File: src/rtl/ptmr_pkg.sv
// constants, register map and carrier types of the 8-bit period timer
// assumes one 20 MHz clock and an APB master on the same clock
package ptmr_pkg;

    // clock and instruction-clock derivation
    localparam int unsigned MCLK_HZ = 20_000_000;
    localparam int unsigned INSTR_DIV = 4;
    localparam logic [1:0] INSTR_LAST = 2'(INSTR_DIV - 1);

    // register byte addresses
    localparam logic [7:0] ADDR_PERIOD = 8'h00;
    localparam logic [7:0] ADDR_COUNT = 8'h04;
    localparam logic [7:0] ADDR_CTRL = 8'h08;
    localparam logic [7:0] ADDR_STAT = 8'h0C;
    localparam logic [7:0] ADDR_MASK = 8'h10;

    // control register fields
    localparam int unsigned CTL_PRE_LSB = 0;
    localparam int unsigned CTL_PRE_W = 2;
    localparam int unsigned CTL_RUN_BIT = 2;
    localparam int unsigned CTL_POST_LSB = 3;
    localparam int unsigned CTL_POST_W = 4;
    localparam int unsigned CTL_W = 7;

    // status and mask field
    localparam int unsigned STAT_MATCH_BIT = 0;

    // prescaler terminal counts
    localparam logic [3:0] PRE_LAST_1 = 4'h0;
    localparam logic [3:0] PRE_LAST_4 = 4'h3;
    localparam logic [3:0] PRE_LAST_16 = 4'hF;

    // reset values
    localparam logic [7:0] PERIOD_RESET = 8'hFF;
    localparam logic [7:0] COUNT_RESET = 8'h00;
    localparam logic [6:0] CTL_RESET = 7'h00;
    localparam logic [3:0] POST_RESET = 4'h0;
    localparam logic [31:0] RDATA_RESET = 32'h0000_0000;

    typedef enum logic [2:0]
    {
        REG_PERIOD,
        REG_COUNT,
        REG_CTRL,
        REG_STAT,
        REG_MASK,
        REG_NONE
    } ptmr_reg_e;

    typedef struct packed
    {
        logic psel;
        logic penable;
        logic pwrite;
        logic [7:0] paddr;
        logic [31:0] pwdata;
    } ptmr_apb_req_s;

    typedef struct packed
    {
        logic pready;
        logic [31:0] prdata;
        logic pslverr;
    } ptmr_apb_rsp_s;

    // time base handed to the pwm unit
    typedef struct packed
    {
        logic [7:0] count;
        logic [7:0] period;
        logic periodMatch;
    } ptmr_pwm_s;

endpackage : ptmr_pkg

File: src/rtl/ptmr_prescaler.sv
// input prescaler: divides run-gated instruction ticks by 1, 4 or 16
// assumes tick and clear are same-clock one-cycle enables
module ptmr_prescaler
(
    input wire logic mclk,
    input wire logic reset,
    input wire logic tick,
    input wire logic clear,
    input wire logic [1:0] select,
    output logic out
);

    typedef struct packed
    {
        logic [3:0] cnt;
    } ptmr_pre_s;

    ptmr_pre_s q;
    ptmr_pre_s d;
    logic [3:0] last;

    always_comb
    begin
        d = q;
        if (select[1])
        begin
            last = ptmr_pkg::PRE_LAST_16;
        end
        else if (select[0])
        begin
            last = ptmr_pkg::PRE_LAST_4;
        end
        else
        begin
            last = ptmr_pkg::PRE_LAST_1;
        end
        // a clearing write swallows the tick so counts restart clean
        out = tick && !clear && (q.cnt == last);
        if (clear)
        begin
            d.cnt = 4'h0;
        end
        else if (out)
        begin
            d.cnt = 4'h0;
        end
        else if (tick)
        begin
            d.cnt = q.cnt + 4'h1;
        end
    end

    always_ff @(posedge mclk)
    begin
        if (reset)
        begin
            q <= '0;
        end
        else
        begin
            q <= d;
        end
    end

endmodule : ptmr_prescaler

File: src/rtl/ptmr_timer.sv
// 8-bit period timer with prescaler, postscaler, apb registers, irq
// assumes apb master on mclk; pwm unit consumes the timeBase output
module ptmr_timer
(
    input wire logic mclk,
    input wire logic reset,
    input wire ptmr_pkg::ptmr_apb_req_s apbReq,
    output ptmr_pkg::ptmr_apb_rsp_s apbRsp,
    output ptmr_pkg::ptmr_pwm_s timeBase,
    output logic irq
);

    typedef struct packed
    {
        logic [1:0] instrCnt;
        logic [7:0] period;
        logic [7:0] count;
        logic [6:0] ctl;
        logic [3:0] post;
        logic flag;
        logic irqEn;
        logic matchPulse;
        logic [31:0] rdata;
        logic slvErr;
    } ptmr_state_s;

    localparam ptmr_state_s STATE_RESET = '{
        instrCnt: 2'h0,
        period: ptmr_pkg::PERIOD_RESET,
        count: ptmr_pkg::COUNT_RESET,
        ctl: ptmr_pkg::CTL_RESET,
        post: ptmr_pkg::POST_RESET,
        flag: 1'b0,
        irqEn: 1'b0,
        matchPulse: 1'b0,
        rdata: ptmr_pkg::RDATA_RESET,
        slvErr: 1'b0
    };

    ptmr_state_s q;
    ptmr_state_s d;

    logic setup;
    logic access;
    logic wrAccess;
    ptmr_pkg::ptmr_reg_e wrSel;
    logic instrTick;
    logic preTick;
    logic preClear;
    logic preOut;
    logic countWr;
    logic ctlWr;
    logic runEn;
    logic [1:0] preSel;
    logic [3:0] postSel;
    logic periodHit;
    logic postHit;
    logic statWr;
    logic [31:0] rdNext;
    logic addrErr;

    // word-aligned decode; anything else is an error answer
    function automatic ptmr_pkg::ptmr_reg_e regSel(input logic [7:0] addr);
        ptmr_pkg::ptmr_reg_e sel;
        case (addr)
            ptmr_pkg::ADDR_PERIOD: sel = ptmr_pkg::REG_PERIOD;
            ptmr_pkg::ADDR_COUNT: sel = ptmr_pkg::REG_COUNT;
            ptmr_pkg::ADDR_CTRL: sel = ptmr_pkg::REG_CTRL;
            ptmr_pkg::ADDR_STAT: sel = ptmr_pkg::REG_STAT;
            ptmr_pkg::ADDR_MASK: sel = ptmr_pkg::REG_MASK;
            default: sel = ptmr_pkg::REG_NONE;
        endcase
        return sel;
    endfunction : regSel

    // read data is sampled in the setup cycle, one cycle ahead of pready
    function automatic logic [31:0] readMux(
        input ptmr_pkg::ptmr_reg_e sel,
        input ptmr_state_s s
    );
        logic [31:0] v;
        v = 32'h0000_0000;
        case (sel)
            ptmr_pkg::REG_PERIOD: v[7:0] = s.period;
            ptmr_pkg::REG_COUNT: v[7:0] = s.count;
            ptmr_pkg::REG_CTRL: v[6:0] = s.ctl;
            ptmr_pkg::REG_STAT: v[ptmr_pkg::STAT_MATCH_BIT] = s.flag;
            ptmr_pkg::REG_MASK: v[ptmr_pkg::STAT_MATCH_BIT] = s.irqEn;
            default: v = 32'h0000_0000;
        endcase
        return v;
    endfunction : readMux

    // terminal-count compare, shared by the reload and the flag path
    function automatic logic atTerminal(
        input logic [7:0] count,
        input logic [7:0] period
    );
        logic hit;
        hit = (count == period);
        return hit;
    endfunction : atTerminal

    // postscaler terminal: sel+1 matches per flag, so code 0 gives 1:1
    function automatic logic postTerminal(
        input logic [3:0] post,
        input logic [3:0] sel
    );
        logic hit;
        hit = (post == sel);
        return hit;
    endfunction : postTerminal

    // postscaler step, wrapping at its terminal
    function automatic logic [3:0] postStep(
        input logic [3:0] post,
        input logic [3:0] sel
    );
        logic [3:0] nxt;
        if (postTerminal(post, sel))
        begin
            nxt = ptmr_pkg::POST_RESET;
        end
        else
        begin
            nxt = post + 4'h1;
        end
        return nxt;
    endfunction : postStep

    // write strobe of one register in the access cycle
    function automatic logic wrHit(
        input logic en,
        input ptmr_pkg::ptmr_reg_e sel,
        input ptmr_pkg::ptmr_reg_e target
    );
        logic hit;
        hit = en && (sel == target);
        return hit;
    endfunction : wrHit

    // free-running mclk/4 divider; register writes never touch it
    function automatic logic [1:0] instrStep(input logic [1:0] cnt);
        logic [1:0] nxt;
        if (cnt == ptmr_pkg::INSTR_LAST)
        begin
            nxt = 2'h0;
        end
        else
        begin
            nxt = cnt + 2'h1;
        end
        return nxt;
    endfunction : instrStep

    // control field views
    assign runEn = q.ctl[ptmr_pkg::CTL_RUN_BIT];
    assign preSel = q.ctl[ptmr_pkg::CTL_PRE_LSB +: ptmr_pkg::CTL_PRE_W];
    assign postSel = q.ctl[ptmr_pkg::CTL_POST_LSB +: ptmr_pkg::CTL_POST_W];

    // bus phases
    assign setup = apbReq.psel && !apbReq.penable;
    assign access = apbReq.psel && apbReq.penable;
    assign wrAccess = access && apbReq.pwrite && !q.slvErr;
    assign wrSel = regSel(apbReq.paddr);
    assign countWr = wrHit(wrAccess, wrSel, ptmr_pkg::REG_COUNT);
    assign ctlWr = wrHit(wrAccess, wrSel, ptmr_pkg::REG_CTRL);
    assign statWr = wrHit(wrAccess, wrSel, ptmr_pkg::REG_STAT);

    // instruction clock is mclk/4 as a one-cycle enable
    assign instrTick = (q.instrCnt == ptmr_pkg::INSTR_LAST);
    assign preTick = instrTick && runEn;
    assign preClear = countWr || ctlWr;

    // match, postscaler terminal and read path decode
    assign periodHit = preOut && atTerminal(q.count, q.period);
    assign postHit = periodHit && postTerminal(q.post, postSel);
    assign rdNext = readMux(wrSel, q);
    assign addrErr = (wrSel == ptmr_pkg::REG_NONE);

    ptmr_prescaler u_prescaler
    (
        .mclk(mclk),
        .reset(reset),
        .tick(preTick),
        .clear(preClear),
        .select(preSel),
        .out(preOut)
    );

    always_comb
    begin
        d = q;
        d.matchPulse = 1'b0;

        // free-running instruction clock divider
        d.instrCnt = instrStep(q.instrCnt);

        // counter advances only on prescaled ticks while running
        if (preOut)
        begin
            if (periodHit)
            begin
                d.count = 8'h00;
                d.matchPulse = 1'b1;
                d.post = postStep(q.post, postSel);
            end
            else
            begin
                d.count = q.count + 8'h01;
            end
        end

        // register setup: capture read data and decode error
        if (setup)
        begin
            d.rdata = rdNext;
            d.slvErr = addrErr;
        end

        // flag clear by writing one; a same-cycle set still wins below
        if (statWr)
        begin
            if (apbReq.pwdata[ptmr_pkg::STAT_MATCH_BIT])
            begin
                d.flag = 1'b0;
            end
        end

        if (wrAccess)
        begin
            case (wrSel)
                ptmr_pkg::REG_PERIOD:
                begin
                    d.period = apbReq.pwdata[7:0];
                end
                ptmr_pkg::REG_COUNT:
                begin
                    // write beats a same-cycle increment
                    d.count = apbReq.pwdata[7:0];
                    d.post = 4'h0;
                end
                ptmr_pkg::REG_CTRL:
                begin
                    // count is left alone on purpose
                    d.ctl = apbReq.pwdata[ptmr_pkg::CTL_W - 1:0];
                    d.post = 4'h0;
                end
                ptmr_pkg::REG_MASK:
                begin
                    d.irqEn = apbReq.pwdata[ptmr_pkg::STAT_MATCH_BIT];
                end
                default:
                begin
                    d.irqEn = q.irqEn;
                end
            endcase
        end

        // postscaler terminal sets the sticky flag
        if (postHit)
        begin
            d.flag = 1'b1;
        end
    end

    always_ff @(posedge mclk)
    begin
        if (reset)
        begin
            q <= STATE_RESET;
        end
        else
        begin
            q <= d;
        end
    end

    // zero-wait access phase; data comes from flops
    assign apbRsp.pready = access;
    assign apbRsp.prdata = q.rdata;
    assign apbRsp.pslverr = access && q.slvErr;

    // pwm time base
    assign timeBase.count = q.count;
    assign timeBase.period = q.period;
    assign timeBase.periodMatch = q.matchPulse;

    // level interrupt gated by its enable
    assign irq = q.flag && q.irqEn;

endmodule : ptmr_timer

File: config.mk
export PLATFORM = sky130hd
export DESIGN_NAME = ptmr_timer
export DESIGN_NICKNAME = d
export VERILOG_FILES = /design/src/rtl/ptmr_pkg.sv /design/src/rtl/ptmr_prescaler.sv /design/src/rtl/ptmr_timer.sv
export SDC_FILE = /design/constraint.sdc
export NUM_CORES = 1
export LEC_CHECK = 0
export CORE_ASPECT_RATIO = 0.75
export CORE_UTILIZATION = 50
export DETAILED_ROUTE_END_ITERATION = 6
export DONT_BUFFER_PORTS = 1
export MAX_ROUTING_LAYER = met4
export PLACE_DENSITY = 0.63
export SYNTH_ARGS = -nofsm -noshare
export SYNTH_HDL_FRONTEND = slang
export SYNTH_SLANG_ARGS = --single-unit
File: constraint.sdc
create_clock -name mclk -period 4.4 [get_ports mclk]
set_clock_uncertainty 0.2 [all_clocks]
set_input_delay 0.44 -clock mclk [delete_from_list [all_inputs] [get_ports mclk]]
set_output_delay 0.44 -clock mclk [all_outputs]
set_load 0.02 [all_outputs]
; ---- After elaboration in Yosys (flattened, before gate mapping)
; Index checks and enable logic that the tools add are counted.
[op_classes]
n_addsub = 4
multipliers = 0
n_div = 0
order_cmp = 0
eq_ne = 13
shift = 0
n_mux = 19
n_bitwise = 1
n_reduce_logical = 30
[op_table]
columns = cell, count
row1 = $mux W8, 3
row2 = $mux W4, 5
row3 = $mux W19, 1
row4 = $pmux W6 S3, 1
row5 = $eq A8 B4 Y1 const B, 2
row6 = $pmux W3 S5, 1
row7 = $logic_and A1 B1 Y1, 14
row8 = $add A4 B1 Y4 const B, 2
row9 = $add A8 B1 Y8 const B, 1
row10 = $eq A4 B4 Y1, 2
row11 = $eq A8 B3 Y1 const B, 1
row12 = $eq A8 B5 Y1 const B, 1
row13 = $eq A8 B8 Y1, 1
row14 = $logic_not A8 Y1, 1
row15 = $reduce_and A2 Y1, 4
row16 = $mux W7, 1
row17 = $eq A3 B2 Y1 const B, 2
row18 = $eq A3 B3 Y1 const B, 2
row19 = $reduce_or A2 Y1, 3
row20 = $pmux W1 S5, 1
row21 = $mux W1, 4
row22 = $reduce_bool A2 Y1, 2
row23 = $eq A3 B1 Y1 const B, 1
row24 = $logic_not A1 Y1, 3
row25 = other kinds (8), 8
[totals]
register_bits = 45
latch_bits = 0
mem_bits_rw = 0
mem_bits_ro = 0
inputBits = 45
output_inout_bits = 52
word_cells = 78
mem_count = 0

; ---- Depth between registers and ports, before layout
[depth]
depth_word = 13
depth_mapped = 8
depth_no_buf = 7

; ---- Hierarchy
; Synthesis repeated with hierarchy kept, for this count alone.
[hier_totals]
hier_cells = 314
area_unflattened_um2 = 2731.4
[by_module_without_submodules]
columns = mod, instances, cells_each, area_per_inst_um2, seq_area_each_um2
row1 = ptmr_timer, 1, 293, 2517.4, 820.8
row2 = ptmr_prescaler, 1, 21, 214.0, 80.1

; ---- Worst setup path after synthesis
; Ideal clock, no wire load.
[synth_timing]
kind = input port to flip-flop
start = input port apbReq[39] (netlist name)
end = register q, in the netlist timeBase[1]
t_arrival_ps = 1983
setup_slack_ps = 2098
cell_stages = 6
path_buffers = 0
cell_sequence = or4_4 or3_4 nor3_4 nand2_1 nor2_1 o21bai_1
[synth_via]
elab_chain_len = 4
word_cells_on_any_way = 8
[synth_lines]
columns = element, line
row1 = start: declaration, ptmr_timer.sv:7  ; input wire ptmr_pkg::ptmr_apb_req_s apbReq,
row2 = $eq A8 B5 Y1 (tied with other cells), ptmr_timer.sv:65  ; case (addr)
row3 = $pmux W3 S5 *, ptmr_timer.sv:65
row4 = $logic_not A3 Y1 *, ptmr_timer.sv:232  ; case (wrSel)
row5 = $reduce_and A2 Y1 (no line) *, --
row6 = end signal: assignment, ptmr_timer.sv:271  ; q <= STATE_RESET;
row7 = end signal: assignment, ptmr_timer.sv:275  ; q <= d;
row8 = end: declaration, ptmr_timer.sv:40  ; ptmr_state_s q;
; Every way passes the cells marked *; elsewhere a longest branch is shown, timed or not.
; A chain may end at the register's enable or synchronous reset.

; ---- Final worst setup path
[layout_timing]
start = register q, in the netlist timeBase[11]
end = register q[38] (netlist name)
[layout_via]
elab_chain_len = 6
[layout_lines]
columns = element, line
row1 = $eq A8 B8 Y1 *, ptmr_timer.sv:100  ; hit = (count == period);
row2 = $logic_and A1 B1 Y1 *, ptmr_timer.sv:176  ; assign periodHit = preOut && atTerminal(q.count, q.period);
row3 = $mux W4 *, ptmr_timer.sv:202  ; if (periodHit)
row4 = $mux W4 *, ptmr_timer.sv:200  ; if (preOut)
row5 = $mux W4, ptmr_timer.sv:232
row6 = $mux W19 *, ptmr_timer.sv:230  ; if (wrAccess)
; Marked as above.

==> impl_metrics.py <==
metrics = {
    "run_status": {
        "status": "completed",
    },
    "route": {
        "wl_met3_um": 387,
        "m1WireLength_um": 2810,
        "drc": 0,
        "routed-wl-met2_um": 2500,
        "viasPerCell": 5.49,
        "highest_layer": "met4",
        "wl_per_cell_um": 15.7,
        "dr.pass1.iters": 5,
        "drtAntennaViolNets": 0,
        "vias": 2003,
        "drt-total-wl_um": 5740,
        "first_iter_violations": 156,
    },
    "synth": {
        "netlist_instances": 323,
        "ys.flop_type": "dfxtp_1",
        "synth_common_cells": "buf_4 (50), nand2_1 (47), dfxtp_1 (45)",
        "synth_warnings": 0,
        "yosysMostFrequentCell": "buf_4",
        "ys_ff_latch": 45,
        "synth_async_sr_flop_share": 0,
        "yosys.area.top_type": "dfxtp_1",
        "synth_top_area_frac": 0.336,
        "synth_edf_count": 0,
        "syn_area_um2": 2690,
        "synth.distinct_cells": 48,
        "netlist_top_cells_area": "dfxtp_1 (34%), buf_4 (14%), nand2_1 (6.6%)",
        "syn_area_per_cell_um2": 8.31,
        "ys_seq_area_frac": 0.336,
    },
    "finish": {
        "multi_input_area_um2": 1390,
        "fin_cells": 365,
        "nets": 341,
        "diodes": 0,
        "area_growth_pct": -5.82,
        "design_area_um2": 2530,
        "drive_gt1_frac": 0.0580,
        "nFillCells": 502,
        "regArea_um2": 901,
    },
    "floorplanning": {
        "die_h_um": 65.5,
        "die_w_um": 86.6,
        "rows": 22,
        "ios": 97,
        "dieArea_um2": 5670,
        "start_util": 0.533,
        "core_um2": 5040,
    },
    "clocking": {
        "clockBufferDepth": 2,
        "cts_tree": "yes",
        "root_buffer": "clkbuf_8",
        "numCtsBuffers": 5,
        "cts.clk_slew.worst_paths_ps": 90,
        "clock_latency_ps": 300,
        "htreeDepth": 2,
        "cts_sinks": 45,
        "cts_resized": 0,
        "post-cts-setup-buffer-count": 0,
    },
    "setup_path": {
        "required_ps": 4390,
        "critPathCaptureType": "register",
        "arrival_ps": 2560,
        "r2r-end": "q[38]",
        "worstPathMaxFanout": 8,
        "worstSetupStartpointType": "register",
        "r2r_slack_ps": 1830,
        "reg2regPathDepth": 6,
        "worstSetupPathType": "reg -> reg",
        "timing.rr.start": "timeBase[11]",
    },
    "global_routing": {
        "grt_max_degree": 20,
        "grt_usage": 0.222,
        "antenna_found_initial": 0,
        "grt_pass1_wl_um": 9270,
        "grt_overflow": 0,
        "grt_pass1_vias": 1754,
    },
    "sta": {
        "worstMarginPinSlew_ps": 882,
        "fmax_ghz": 0.389,
        "grt_setup_unrepaired": "false",
        "finalSetupViolations": 0,
        "finalCriticalPeriod_ps": 2570,
        "max_slew_margin": 0.412,
        "hold_viol": 0,
        "fin_crit_sh": 0.584,
        "finalMaxSlewViolations": 0,
        "finalSetupTns_ps": 0,
    },
    "placement": {
        "dp.cells": 355,
        "hpwl_um": 4090,
        "gp_congestion": 0.815,
        "place_area_um2": 2390,
        "port_buffers": 0,
    },
    "power": {
        "irDropWorstVdd_v": 0.000109,
        "leakage_uw": 0.000875,
        "p_total_uw": 780,
        "pwr_density_cell_nw_per_um2": 308,
    },
    "min_path": {
        "whs_path_depth": 1,
        "whs_endpoint": "timeBase[0]",
        "hold_path.class": "in -> reg",
        "min_from": "reset",
    },
    "job": {
        "cap_violations": 0,
    },
}
==> stage by stage <==
step / util / hold WS, ps / setup WS (ps)
6_report: 0.502 / 28.2 / 1830
5_1_grt: 0.502 / 14.8 / 1630
4_1_cts: 0.502 / 16.2 / 1880
3_5_place_dp: 0.475 / 219 / 1610
3_3_place_gp: 0.475 / 214 / 1610
2_1_floorplan: - / 208 / 2100
==> what timing repair did <==
item | in CTS | in global routing
endpoints found under the hold margin | 15 | 0
hold buffers | 2 | 0
setup endpoints to repair | 0 | 0
==> layer usage <==
layer	up-vias	global-route usage
li1	994	-
met1	929	0.297
met2	75	0.332
met3	5	0.0603
met4	0	0.0583
met5	-	-
==> placed cells by master, fill, tap and decap left out, types with 3 or more instances in the layout <==
master	n
nor3_1	6
clkbuf_8	5
and3_1	3
nand3_1	17
a222oi_1	6
inv_1	3
o22ai_1	3
nor4b_1	3
o21ai_0	12
nand2_1	47
nor2_1	21
nand4_1	5
nand3b_1	7
and2_1	3
conb_1	24
a21boi_0	3
dfxtp_1	45
xnor2_1	11
nor4_1	6
a21oi_1	13
or3_1	3
xor2_1	11
ha_1	4
o21ai_1	3
==> logic make-up after synthesis <==
family                   count (synthesis)  synth area share
AO/OA/AOI/OAI                           47             0.111
AND/OR/NAND/NOR                        136             0.276
XOR/XNOR                                22            0.0718
flip-flops                              45             0.336
buffers and inverters                   66             0.178
multiplexers                             2           0.00746
other                                    1           0.00140
adder cells (fa/ha/maj)                  4            0.0186
==> final cells by class <==
class,instances,share of cell area
clock buffers,5,0.0272
clock inverters,3,0.0183
inverters,3,0.00445
multi-input cells,235,0.550
flip-flops and latches,45,0.356
well taps,72,0.0356
repair buffers,2,0.00792
==> where the power goes <==
group / switching, uW / internal (uW) / total [uW]
clock: 150 / 170 / 320
combinational: 33.5 / 11.4 / 45.0
sequential: 3.57 / 411 / 415
total: 187 / 593 / 780
==> state kept, by name (all words and copies together) (netlist names) <==
signal         cells
timeBase          17
apbRsp             8
postSel            4
preSel             2
u_prescaler.q      4
q                 10
==> how the worst max path moves through the flow <==
stage	start	slack, ps	to
finish	timeBase[11]	1830	q[38]
global route	timeBase[11]	1630	q[38]
CTS	q[63]	1880	timeBase[15]
detailed placement	apbReq[42]	1610	timeBase[15]
global placement	apbReq[39]	1610	preSel[0]
floorplan	apbReq[39]	2100	timeBase[1]
==> worst max-delay path: stages (launching register included) <==
cell      delay [ps]
dfxtp_1          650
xor2_1           130
nor4_1           520
nand2_1          260
nor3_2           370
a21boi_0         240
o22ai_1           90
(Power assumes the default switching activity.)
